`config.mk`:
```
export PLATFORM = sky130hd
export DESIGN_NAME = ilr_line_regs
export DESIGN_NICKNAME = d
export VERILOG_FILES = /design/src/hdl/ilr_pkg.sv /design/src/hdl/ilr_line_regs.sv
export SDC_FILE = /design/constraint.sdc
export NUM_CORES = 1
export LEC_CHECK = 0
export BUFFER_PORTS_ARGS = -buffer_cell sky130_fd_sc_hd__buf_2
export CORE_MARGIN = 5
export CORE_UTILIZATION = 35
export CTS_CLUSTER_SIZE = 8
export DETAILED_ROUTE_END_ITERATION = 12
export PLACE_DENSITY = 0.68
export SETUP_SLACK_MARGIN = 0.05
export SLEW_MARGIN = 20
export SYNTH_ARGS = -nofsm -noshare
export SYNTH_HDL_FRONTEND = slang
export SYNTH_SLANG_ARGS = --single-unit
```
`constraint.sdc`:
```
create_clock -name core_clk_i -period 5.9 [get_ports core_clk_i]
set_input_delay 0.59 -clock core_clk_i [delete_from_list [all_inputs] [get_ports core_clk_i]]
set_output_delay 0.59 -clock core_clk_i [all_outputs]
set_load 0.05 [all_outputs]
```
`src/hdl/ilr_pkg.sv`:
```
// Package: register map, field layout, timing and state types of the line block.
package ilr_pkg;

    // ------------------------------------------------------------------
    // Register indices (byte address is four times the index)
    // ------------------------------------------------------------------
    localparam logic [5:0] IDX_DATA_IN = 6'h00;
    localparam logic [5:0] IDX_PASS    = 6'h0A;
    localparam logic [5:0] IDX_EOS     = 6'h0E;
    localparam logic [5:0] IDX_TIMING  = 6'h11;
    localparam logic [5:0] IDX_SIG     = 6'h17;
    localparam logic [5:0] IDX_DRIVE   = 6'h1B;
    localparam logic [5:0] IDX_AUX     = 6'h20;
    localparam logic [5:0] IDX_HSCTL   = 6'h21;
    localparam logic [5:0] IDX_LONG    = 6'h22;
    localparam logic [5:0] IDX_ISTAT   = 6'h23;
    localparam logic [5:0] IDX_IMASK   = 6'h24;

    // ------------------------------------------------------------------
    // Field layout and reset values
    // ------------------------------------------------------------------
    localparam logic [2:0] HOLD_TAG      = 3'h4;
    localparam logic [2:0] SETUP_TAG     = 3'h6;
    localparam logic [7:0] HOLD_RST      = 8'h80;
    localparam logic [7:0] SETUP_RST     = 8'hC0;
    localparam int         HSC_PEND_BIT  = 0;
    localparam int         HSC_FIXED_BIT = 4;
    localparam int         HSC_HS_BIT    = 7;
    localparam logic [7:0] LONG_DLY_RST  = 8'h10;

    // ------------------------------------------------------------------
    // Event bits of the interrupt status register
    // ------------------------------------------------------------------
    localparam int EV_CMD_OUT = 0;
    localparam int EV_CMD     = 1;
    localparam int EV_RX_END  = 2;
    localparam int EV_TX_DONE = 3;
    localparam int EV_W       = 4;

    // ------------------------------------------------------------------
    // Timing: one delay unit is one 25 ns period
    // ------------------------------------------------------------------
    localparam int         CLK_PERIOD_NS  = 5;
    localparam int         TICK_NS        = 25;
    localparam int         TICK_CYC       = TICK_NS / CLK_PERIOD_NS;
    localparam int         FIXED_SETUP_NS = 75;
    localparam logic [7:0] FIXED_SETUP_U  = 8'(FIXED_SETUP_NS / TICK_NS);
    localparam logic [7:0] HOLD_BASE_U    = 8'h02;
    localparam logic [7:0] SETUP_BASE_U   = 8'h04;

    typedef enum logic [1:0] {SRC_IDLE, SRC_SGNS, SRC_STRS} ilr_src_t;

    typedef struct packed {
        logic wrap;
        logic eight_bit_compare_select;
        logic tx_en;
        logic rx_en;
    } ilr_aux_t;

    typedef struct packed {
        logic        pready;
        logic        pslverr;
        logic [31:0] prdata;
        logic        irq;
        logic [7:0]  cpt;
        logic [7:0]  din;
        logic [7:0]  eos;
        logic [4:0]  hold;
        logic [4:0]  setup;
        logic [7:0]  drive;
        ilr_aux_t    aux;
        logic        hs_en;
        logic        fixed_short;
        logic        pend_end;
        logic [7:0]  long_dly;
        logic [EV_W-1:0] istat;
        logic [EV_W-1:0] imask;
        ilr_src_t    src;
        logic [7:0]  txb;
        logic        tx_eoi;
        logic [7:0]  units;
        logic [2:0]  pre;
        logic [7:0]  tgt;
        logic [7:0]  dio_lvl;
        logic [7:0]  dio_oe;
        logic        dav;
        logic        eoi;
        logic        tx_rdy;
        logic        rx_end;
    } ilr_state_t;

endpackage

```
`src/hdl/ilr_line_regs.sv`:
```
// Line, end-of-string and timing register block with its byte source.
//
// Notes on behaviour
// - Parallel poll result loads read-only pass-through.
// - A received command byte loads pass-through unless a poll result comes in the same cycle.
// - Signature register: version nibble, other bits constant.
// - High-speed Handshake_hold_time is 25 ns times (2+field).
// - Line-drive bits assert DIO unless loopback.
// - Fixed short setup gives 75 ns.
// - Otherwise setup is 25 ns times (4+field).
// - Setup delay times SGNS to STRS move.
// - Legacy data-in keeps last accepted byte.
// - Line status reads live DIO outside loopback, one means asserted.
// - Receive compare enabled: match raises END.
// - Compare width selects seven or eight bits.
// - Transmit compare: matching byte goes with EOI.
// - Shared offset: status read, tagged hold/setup writes.
// - Pending-with-end uses long delay for end byte.
`timescale 1ns/1ps
module ilr_line_regs
    import ilr_pkg::*;
#(
    parameter logic [3:0] SIG_VERSION = 4'h5,  // Arbitrary value.
    parameter logic [3:0] SIG_LOW     = 4'h0   // Arbitrary value.
) (
    input  wire logic        core_clk_i,    // Block clock, 200 MHz.
    input  wire logic        srst_i,        // Synchronous reset, high.
    input  wire logic        psel_i,        // APB select.
    input  wire logic        penable_i,     // APB enable.
    input  wire logic        pwrite_i,      // APB direction, 1 write.
    input  wire logic [7:0]  paddr_i,       // APB byte address.
    input  wire logic [31:0] pwdata_i,      // APB write data.
    output logic      [31:0] prdata_o,      // APB read data.
    output logic             pready_o,      // APB ready.
    output logic             pslverr_o,     // APB error, unmapped.
    output logic             irq_o,         // Level interrupt.
    input  wire logic        cmd_vld_i,     // Command byte received.
    input  wire logic [7:0]  cmd_data_i,    // Command byte.
    input  wire logic        ppoll_done_i,  // Parallel poll finished.
    input  wire logic [7:0]  ppoll_data_i,  // Parallel poll result.
    input  wire logic        rx_vld_i,      // Data byte accepted.
    input  wire logic [7:0]  rx_data_i,     // Accepted data byte.
    output logic             rx_end_o,      // End character matched.
    input  wire logic        tx_vld_i,      // Byte offered to source.
    input  wire logic [7:0]  tx_data_i,     // Byte to source.
    input  wire logic        tx_last_i,     // Byte is last, send EOI.
    output logic             tx_rdy_o,      // Source takes a byte.
    input  wire logic [7:0]  dio_i,         // DIO lines, 1 asserted.
    output logic      [7:0]  dio_o,         // DIO drive level, low.
    output logic      [7:0]  dio_oe_o,      // DIO enable, 1 asserts.
    input  wire logic        nrfd_i,        // Listener not ready.
    input  wire logic        ndac_i,        // Listener not accepted.
    output logic             dav_o,         // DAV asserted.
    output logic             eoi_o          // EOI asserted.
);

    // ------------------------------------------------------------------
    // Decoding helpers
    // ------------------------------------------------------------------
    function automatic logic eos_match(input logic [7:0] a,
                                       input logic [7:0] b,
                                       input logic       eight);
        eos_match = eight ? (a == b) : (a[6:0] == b[6:0]);
    endfunction

    function automatic logic is_mapped(input logic [5:0] idx);
        case (idx)
            IDX_DATA_IN, IDX_PASS, IDX_EOS, IDX_TIMING, IDX_SIG,
            IDX_DRIVE, IDX_AUX, IDX_HSCTL, IDX_LONG, IDX_ISTAT,
            IDX_IMASK: is_mapped = 1'b1;
            default:   is_mapped = 1'b0;
        endcase
    endfunction

    // ------------------------------------------------------------------
    // State
    // ------------------------------------------------------------------
    ilr_state_t r;
    ilr_state_t n;
    logic [5:0] idx_w;
    logic       acc_w;
    logic       commit_w;
    logic [7:0] line_stat_w;

    assign idx_w    = paddr_i[7:2];
    assign acc_w    = psel_i && penable_i;
    assign commit_w = acc_w && r.pready;

    // In loopback nothing reaches the bus, so status shows our own drive.
    assign line_stat_w = r.aux.wrap
                       ? (r.drive | ((r.src != SRC_IDLE) ? r.txb : 8'h00))
                       : dio_i;

    always_comb begin
        logic [EV_W-1:0] ev;
        logic [EV_W-1:0] w1c;
        logic [7:0]      rd;
        logic [7:0]      setup_u;
        logic [7:0]      hold_u;
        logic            elapsed;
        ev      = '0;
        w1c     = '0;
        rd      = 8'h00;
        n       = r;
        n.pready  = 1'b0;
        n.pslverr = 1'b0;
        n.rx_end  = 1'b0;
        setup_u = r.fixed_short ? FIXED_SETUP_U
                                : SETUP_BASE_U + {3'h0, r.setup};
        hold_u  = (r.pend_end && eos_match(r.txb, r.eos, r.aux.eight_bit_compare_select))
                ? r.long_dly
                : HOLD_BASE_U + {3'h0, r.hold};
        elapsed = (r.units >= r.tgt);

        // --------------------------------------------------------------
        // APB: ready one cycle into the access phase, write commits then
        // --------------------------------------------------------------
        case (idx_w)
            IDX_DATA_IN: rd = r.din;
            IDX_PASS:    rd = r.cpt;
            IDX_TIMING:  rd = line_stat_w;
            IDX_SIG:     rd = {SIG_VERSION, SIG_LOW};
            IDX_AUX:     rd = {4'h0, r.aux};
            IDX_HSCTL:   rd = {r.hs_en, 2'h0, r.fixed_short, 3'h0,
                               r.pend_end};
            IDX_LONG:    rd = r.long_dly;
            IDX_ISTAT:   rd = {4'h0, r.istat};
            IDX_IMASK:   rd = {4'h0, r.imask};
            default:     rd = 8'h00;
        endcase
        if (acc_w && !r.pready) begin
            n.pready  = 1'b1;
            n.pslverr = !is_mapped(idx_w);
            n.prdata  = pwrite_i ? 32'h0 : {24'h0, rd};
        end
        if (commit_w && pwrite_i) begin
            case (idx_w)
                IDX_EOS:   n.eos = pwdata_i[7:0];
                IDX_TIMING: begin
                    if (pwdata_i[7:5] == HOLD_TAG) begin
                        n.hold = pwdata_i[4:0];
                    end else if (pwdata_i[7:5] == SETUP_TAG) begin
                        n.setup = pwdata_i[4:0];
                    end
                end
                IDX_DRIVE: n.drive = pwdata_i[7:0];
                IDX_AUX:   n.aux = ilr_aux_t'(pwdata_i[3:0]);
                IDX_HSCTL: begin
                    n.hs_en       = pwdata_i[HSC_HS_BIT];
                    n.fixed_short = pwdata_i[HSC_FIXED_BIT];
                    n.pend_end    = pwdata_i[HSC_PEND_BIT];
                end
                IDX_LONG:  n.long_dly = pwdata_i[7:0];
                IDX_ISTAT: w1c = pwdata_i[EV_W-1:0];
                IDX_IMASK: n.imask = pwdata_i[EV_W-1:0];
                default: begin
                end
            endcase
        end

        // --------------------------------------------------------------
        // Listener side and command capture
        // --------------------------------------------------------------
        if (rx_vld_i) begin
            n.din = rx_data_i;
            if (r.aux.rx_en && eos_match(rx_data_i, r.eos, r.aux.eight_bit_compare_select)) begin
                n.rx_end = 1'b1;
                ev[EV_RX_END] = 1'b1;
            end
        end
        if (cmd_vld_i) begin
            n.cpt = cmd_data_i;
            ev[EV_CMD] = 1'b1;
        end
        // A poll result wins over a command byte in the same cycle.
        if (ppoll_done_i) begin
            n.cpt = ppoll_data_i;
            ev[EV_CMD_OUT] = 1'b1;
        end

        // --------------------------------------------------------------
        // Source: SGNS times the setup, STRS times the Handshake_hold_time
        // --------------------------------------------------------------
        if (r.src != SRC_IDLE) begin
            if (r.pre == 3'(TICK_CYC - 1)) begin
                n.pre   = 3'h0;
                n.units = r.units + 8'h01;
            end else begin
                n.pre = r.pre + 3'h1;
            end
        end
        case (r.src)
            SRC_IDLE: begin
                if (tx_vld_i && r.tx_rdy) begin
                    n.txb    = tx_data_i;
                    n.tx_eoi = tx_last_i || (r.aux.tx_en &&
                               eos_match(tx_data_i, r.eos, r.aux.eight_bit_compare_select));
                    n.src    = SRC_SGNS;
                    n.pre    = 3'h0;
                    n.units  = 8'h00;
                    n.tgt    = 8'h00;
                end
            end
            SRC_SGNS: begin
                if (r.tgt == 8'h00 && r.units == 8'h00 && r.pre == 3'h0) begin
                    n.tgt = setup_u;
                end else if (elapsed && !nrfd_i) begin
                    n.src   = SRC_STRS;
                    n.pre   = 3'h0;
                    n.units = 8'h00;
                    n.tgt   = hold_u;
                end
            end
            SRC_STRS: begin
                // Outside high-speed mode the listener must also accept.
                if (elapsed && (r.hs_en || !ndac_i)) begin
                    n.src = SRC_IDLE;
                    ev[EV_TX_DONE] = 1'b1;
                end
            end
            default: n.src = SRC_IDLE;
        endcase

        // --------------------------------------------------------------
        // Pins and interrupt
        // --------------------------------------------------------------
        n.dio_oe = r.aux.wrap ? 8'h00
                 : (n.drive | ((n.src != SRC_IDLE) ? n.txb : 8'h00));
        n.dav    = (n.src == SRC_STRS) && !r.aux.wrap;
        n.eoi    = (n.src != SRC_IDLE) && n.tx_eoi && !r.aux.wrap;
        n.tx_rdy = (n.src == SRC_IDLE);
        // An event in the clearing cycle stays set.
        n.istat  = (r.istat & ~w1c) | ev;
        n.irq    = |(n.istat & n.imask);
    end

    always_ff @(posedge core_clk_i) begin
        if (srst_i) begin
            r          <= '0;
            r.long_dly <= LONG_DLY_RST;
        end else begin
            r <= n;
        end
    end

    assign prdata_o  = r.prdata;
    assign pready_o  = r.pready;
    assign pslverr_o = r.pslverr;
    assign irq_o     = r.irq;
    assign rx_end_o  = r.rx_end;
    assign tx_rdy_o  = r.tx_rdy;
    assign dio_o     = r.dio_lvl;
    assign dio_oe_o  = r.dio_oe;
    assign dav_o     = r.dav;
    assign eoi_o     = r.eoi;

    // ------------------------------------------------------------------
    // Checks
    // ------------------------------------------------------------------
    // Cycles spent in the current source state, for the timing checks.
    logic [11:0] stay_q;
    always_ff @(posedge core_clk_i) begin
        if (srst_i || n.src != r.src) begin
            stay_q <= 12'h000;
        end else if (stay_q != 12'hFFF) begin
            stay_q <= stay_q + 12'h001;
        end
    end
endmodule

```
Yosys cells after proc, flatten, opt, wreduce, memory -nomap -nowiden
Index checks and enable logic that the tools add are counted.
{ "classes": {"addsub": 4, "n_lt_le_gt_ge": 1, "n_eq_ne": 24, "muxes": 43, "bitwise_logic": 8, "reduce_logical": 43} }
{ "ops": {"columns": ["op", "count"], "rows": [
  ["$mux 8", 11],
  ["$pmux 8 s9", 1],
  ["$pmux 19 s2", 1],
  ["$mux 34", 1],
  ["$eq 6x6->1 const B", 5],
  ["$mux 30", 1],
  ["$eq 8x8->1", 3],
  ["$mux 23", 1],
  ["$mux 11", 2],
  ["$eq 7x7->1", 3],
  ["$mux 4", 5],
  ["$mux 19", 1],
  ["$eq 6x5->1 const B", 3],
  ["$logic_not 8->1", 2],
  ["$or 8x8->8", 2],
  ["$logic_and 1x1->1", 15],
  ["$eq 6x4->1 const B", 2],
  ["$mux 1", 11],
  ["$reduce_or 11->1", 1],
  ["$eq 3x3->1 const B", 3],
  ["$mux 9", 1],
  ["$add 8x1->8 const B", 1],
  ["$and 4x4->4", 2],
  ["$ge 8x8->1", 1],
  ["25 further kinds", 44]
]} }
{ "totals": {"register_bits": 142, "out_inout_bits": 55, "elab_cells": 154} }

Depth between registers and ports, before layout
{ "depth": {"ltp_word": 9, "ltp_mapped": 9, "ltp_nobuf": 8} }

Worst setup path after synthesis
OpenSTA, ideal clock, no wires.
{ "synth_timing": {"path_kind": "register to register", "from": "register r[28] (netlist bit)", "to": "register r[23] (netlist bit)", "setup_time_ns": 0.122, "arrival_time_ns": 2.182, "path_slack_ns": 3.596, "stages_incl_launch_ff": 10, "n_path_buf": 1, "synth_period_minus_slack_ns": 2.304, "path_cell_list": "dfxtp_1 inv_1 ha_1 nor4b_1 nand2_1 or3_4 a311o_1 and2_4 buf_6 a221o_1"} }
{ "synth_between": {"elab_chain_cells": 4} }
{ "synth_rtl": {"columns": ["item", "line_no", "rtl"], "rows": [
  ["start, declared", "ilr_line_regs.sv:78", "ilr_state_t r;"],
  ["start signal, assigned", "ilr_line_regs.sv:242", "r <= n;"],
  ["$logic_not 3->1 *", "ilr_line_regs.sv:205", "if (r.tgt == 8'h00 && r.units == 8'h00 && r.pre == 3'h0) begin"],
  ["$logic_and 1x1->1 *", "ilr_line_regs.sv:205", null],
  ["$ne 3x3->1 (no source line) or $mux 8 (tied branches)", null, null],
  ["$reduce_and 3->1 (no source line) or $pmux 19 s2 (tied branches)", null, null]
]} }
Mark *: on every way between the ends. The rest lies on a longest branch, timed or not.
A chain may end at the register's enable or synchronous reset.

Worst setup path in the final report
{ "layout_timing": {"from": "register r[31] (netlist bit)", "to": "register r[33] (netlist bit)"} }
{ "layout_between": {"elab_chain_cells": 6} }
{ "layout_rtl": {"columns": ["item", "line_no", "rtl"], "rows": [
  ["$add 8x1->8", "ilr_line_regs.sv:187", "n.units = r.units + 8'h01;"],
  ["$mux 8", "ilr_line_regs.sv:185", "if (r.pre == 3'(TICK_CYC - 1)) begin"],
  ["$mux 11", "ilr_line_regs.sv:184", "if (r.src != SRC_IDLE) begin"],
  ["$mux 19", "ilr_line_regs.sv:207", "end else if (elapsed && !nrfd_i) begin"],
  ["$mux 11", "ilr_line_regs.sv:205", null],
  ["$pmux 19 s2 *", "ilr_line_regs.sv:192", "case (r.src)"]
]} }
Mark *: on every way between the ends. The rest lies on a longest branch, timed or not. The select of a mux whose other input is x is not followed.

==> impl.org <==
** Critical path
- Path depth of the worst reg2reg path :: 8
- Cell depth of the worst setup path :: 8
- In this design, the largest share of critical-path delay is due to compound AO/OA/AOI/OAI gates.
- CP Max Fanout :: 9
- At the worst endpoint, the arrival time is 2.87 ns.
- For this design, the slowest cell found on the critical path is o31ai_1.
- Element type at the critical path start :: register
- Required time of the critical path :: 6.16 ns
- CP Class :: reg2reg
- The number of buffers and inverters on the critical path is 1.
- In this design, the stage delay of the slowest critical-path cell is 0.75 ns.
- Critical path endpoint category :: register
- The signal on the critical path passes through inv_1 > ha_1 > nand2b_1 > a2111oi_2 > o32ai_1 > a21boi_2 > o31ai_1 > nor3_1.

** Timing
- In this run the tightest slew margin relative to its limit is 24.7%.
- Setup repair after global routing left no endpoint under its margin.
- Max Transition Viols Final :: 0
- Achievable Freq :: 383 MHz
- In the final timing run, aggregate negative setup slack is 0 ns.
- The clock arrives with 0.0105 ns of skew.
- Setup violation total in the final timing report :: 0
- Hold is met by 0.401 ns.
- Share of the clock period used by the worst path after layout :: 44.3%
- The hold violation count in the final report is 0.
- Shortest period the worst path allows :: 2.61 ns
- Tightest Pin Transition :: 1.13 ns

** Synthesis
- For this run, the number of Yosys warnings is 0.
- Synth top area share :: 38.8%
- Register bit total from synthesis :: 118
- Share of synthesized registers carrying an async set or reset :: 0%
- In the post-synthesis netlist, the biggest area contributors are dfxtp_1, mux2i_1, nor2_1.
- Prevailing post-synth register cell :: dfxtp_1
- Average footprint of a synthesized cell :: 8.62 sq um
- Number of synthesized flops with an enable pin :: 0
- After technology mapping, the gate count stands at 706.
- Counting distinct cell types in the post-synthesis netlist gives 71.
- Seq/Total Area, Yosys :: 38.8%
- Most used standard cell by instance count after synthesis :: dfxtp_1
- The synthesized design spends more area on one cell type than any other, namely dfxtp_1.
- The mapped netlist covers 6090 sq um.
- Top cells by count, synth :: dfxtp_1, nor2_1, mux2i_1

** Clock tree
- In this run the deepest clock path goes through 2 buffers.
- Number of buffers inserted to repair setup after CTS :: 0
- H-Tree Depth :: 4
- Counting every sink on the clock net gives 118.
- For this design, the CTS-stage hold fixing added 0 buffers.
- Insertion delay of the later-clocked pin in the worst-skew pair :: 0.42 ns
- CTS tree :: yes
- Number of cells upsized or downsized after cts :: 0
- Clock Pin Slew Worst Setup and Hold Paths :: 0.06 ns
- The number of clock buffers added by TritonCTS is 17.
- Root buffer cell :: clkbuf_16

** Power
- Dividing total power by cell area gives a power density of 301 nW/um^2.
- Summed over all cells, the static leakage comes to 2.90 nW.
- Total Power :: 2.12 mW
- VDD IR max :: 0.214 mV

** Final layout
- Area of all sequential standard cells :: 2360 sq um
- From synthesis to final layout, the design area changed by 15.7%.
- In the final layout, the multi-input gates occupy 3270 sq um.
- The repair_antennas step left the layout with diodes totalling 0.
- Count of filler cells inserted in the layout :: 1747
- Of the cells placed in the final design, the portion with a size suffix greater than 1 is 18.3%.
- Final cell area excluding filler cells :: 7050 sq um
- Final nets :: 867

** Place
- The congestion estimate from routability-driven global placement came to 0.962.
- In this run the tool buffered the top-level ports with 88 buffer cells.
- Half-perimeter wire length after detailed placement :: 12.7 mm
- Once placement finished, the instance area stood at 6420 sq um.

** Drt
- Number of design-rule violations left by the first detailed-router iteration :: 420
- Dividing the detail-routed via count by the number of cells gives 5.25.
- DRT Pass-1 Iters :: 5
- Once detail routing completed, the nets flagged for antenna violations numbered 0.
- Vias :: 5243
- Drt total wl :: 17.2 mm
- Remaining design rule violation count :: 0
- Drt wl/cell :: 17.3 um

** Global route
- The first global-routing pass estimated 26.6 mm of wire.
- Grt total ovfl :: 0
- Global routing used 27.0% of the available met2 tracks.
- GRT Total Usage :: 16.9%
- Global routing consumed, on the met3 layer, 4.25% of the routing resources.
- Largest net degree at the start of global routing :: 88
- Busiest metal layer after global routing :: met2
- The number of global-route vias before repair came to 4927.
- In the global route stage, met1 resource usage came out at 21.8%.
- The number of antenna violations at the first check in global routing was 0.

** Floorplanning
- The die covers 20100 sq um.
- The floorplan has 48 rows.
- From left edge to right edge, the die measures 142 um.
- Floorplan core area :: 17200 sq um
- The initial utilization of the core area, before any placement, comes to 35.4%.
- The floorplan step set the die height to 142 um.
- In this run the count of I/O pins placed on the die edge is 147.

** Status
- The run finished with clean final reports.

** Hold path
- The worst hold path was traced through 3 stages.
- In this run the worst hold path is classified as in2reg.

** Run
- The tool flagged a number of max-cap violations equal to 0.
## per-stage QoR
| step | cells | utilization [%] | setup slack [ns] |
|---|---|---|---|
| after floorplan | 737 | - | 3.60 |
| after global placement | 967 | 37.4 | 3.12 |
| after detailed placement | 967 | 37.4 | 3.13 |
| after CTS | 999 | 41.0 | 3.28 |
| after global routing | 999 | 41.0 | 3.06 |
| final | 999 | 41.0 | 3.29 |
## where the power goes
group	total [mW]	internal (mW)	switching (mW)	leakage, nW
registers	0.828	0.814	0.0138	0.956
logic	0.210	0.0588	0.151	1.64
clock network	1.08	0.692	0.393	0.305
## registers in the layout (all words and copies together), names as in the netlist
name       count
dav_o          1
rx_end_o       1
tx_rdy_o       1
pslverr_o      1
prdata_o       8
eoi_o          1
dio_oe_o       8
irq_o          1
r             95
pready_o       1
## routing by layer
| metal | up-vias | wire, um |
|---|---|---|
| met3 | 43 | 1190 |
| met1 | 2452 | 7470 |
| met2 | 224 | 8010 |
| li1 | 2524 | - |
| met5 | - | 0 |
| met4 | 0 | 584 |
## cell usage in the layout (no fill, tap or decap), types with 13 or more instances in the layout
master       n
buf_2       88
nor3_1      16
mux2i_1     61
a21oi_1     60
xnor2_1     13
clkbuf_16   17
conb_1      32
nand2_1     47
ha_1        14
xor2_1      21
dfxtp_1    118
nor2_1      98
inv_1       16
nand3_1     23
o21ai_0     16
## logic make-up after synthesis
| group | Yosys count | share of synthesized area, % |
|---|---|---|
| AO/OA/AOI/OAI | 139 | 14.8 |
| XOR/XNOR | 34 | 4.89 |
| adder cells (fa/ha/maj) | 15 | 3.04 |
| buffers and inverters | 100 | 9.39 |
| flip-flops | 118 | 38.8 |
| multiplexers | 63 | 10.4 |
| other | 1 | 0.0616 |
| AND/OR/NAND/NOR | 236 | 18.6 |
## path summary, 6_finish.rpt
path,startpoint,to,slack [ns]
worst min register to register,prdata_o[4],prdata_o[4],0.45
worst max register to register,r[31],r[33],3.29
worst min-delay path,ppoll_data_i[6],r[113],0.40
worst max-delay path,r[31],r[33],3.29
## tightest hold or removal path: stages
cell,delay (ns)
buf_2,0.07
a21oi_1,0.05
nor2_1,0.07
## area by class of cell
class | instances | area share [%]
Sequential cell | 118 | 33.5
Multi-Input combinational cell | 519 | 46.4
Clock inverter | 13 | 2.40
Timing Repair Buffer | 89 | 6.36
Tap cell | 225 | 4.00
Inverter | 16 | 0.852
Clock buffer | 19 | 6.43
Power figures use the tool's default switching activity.
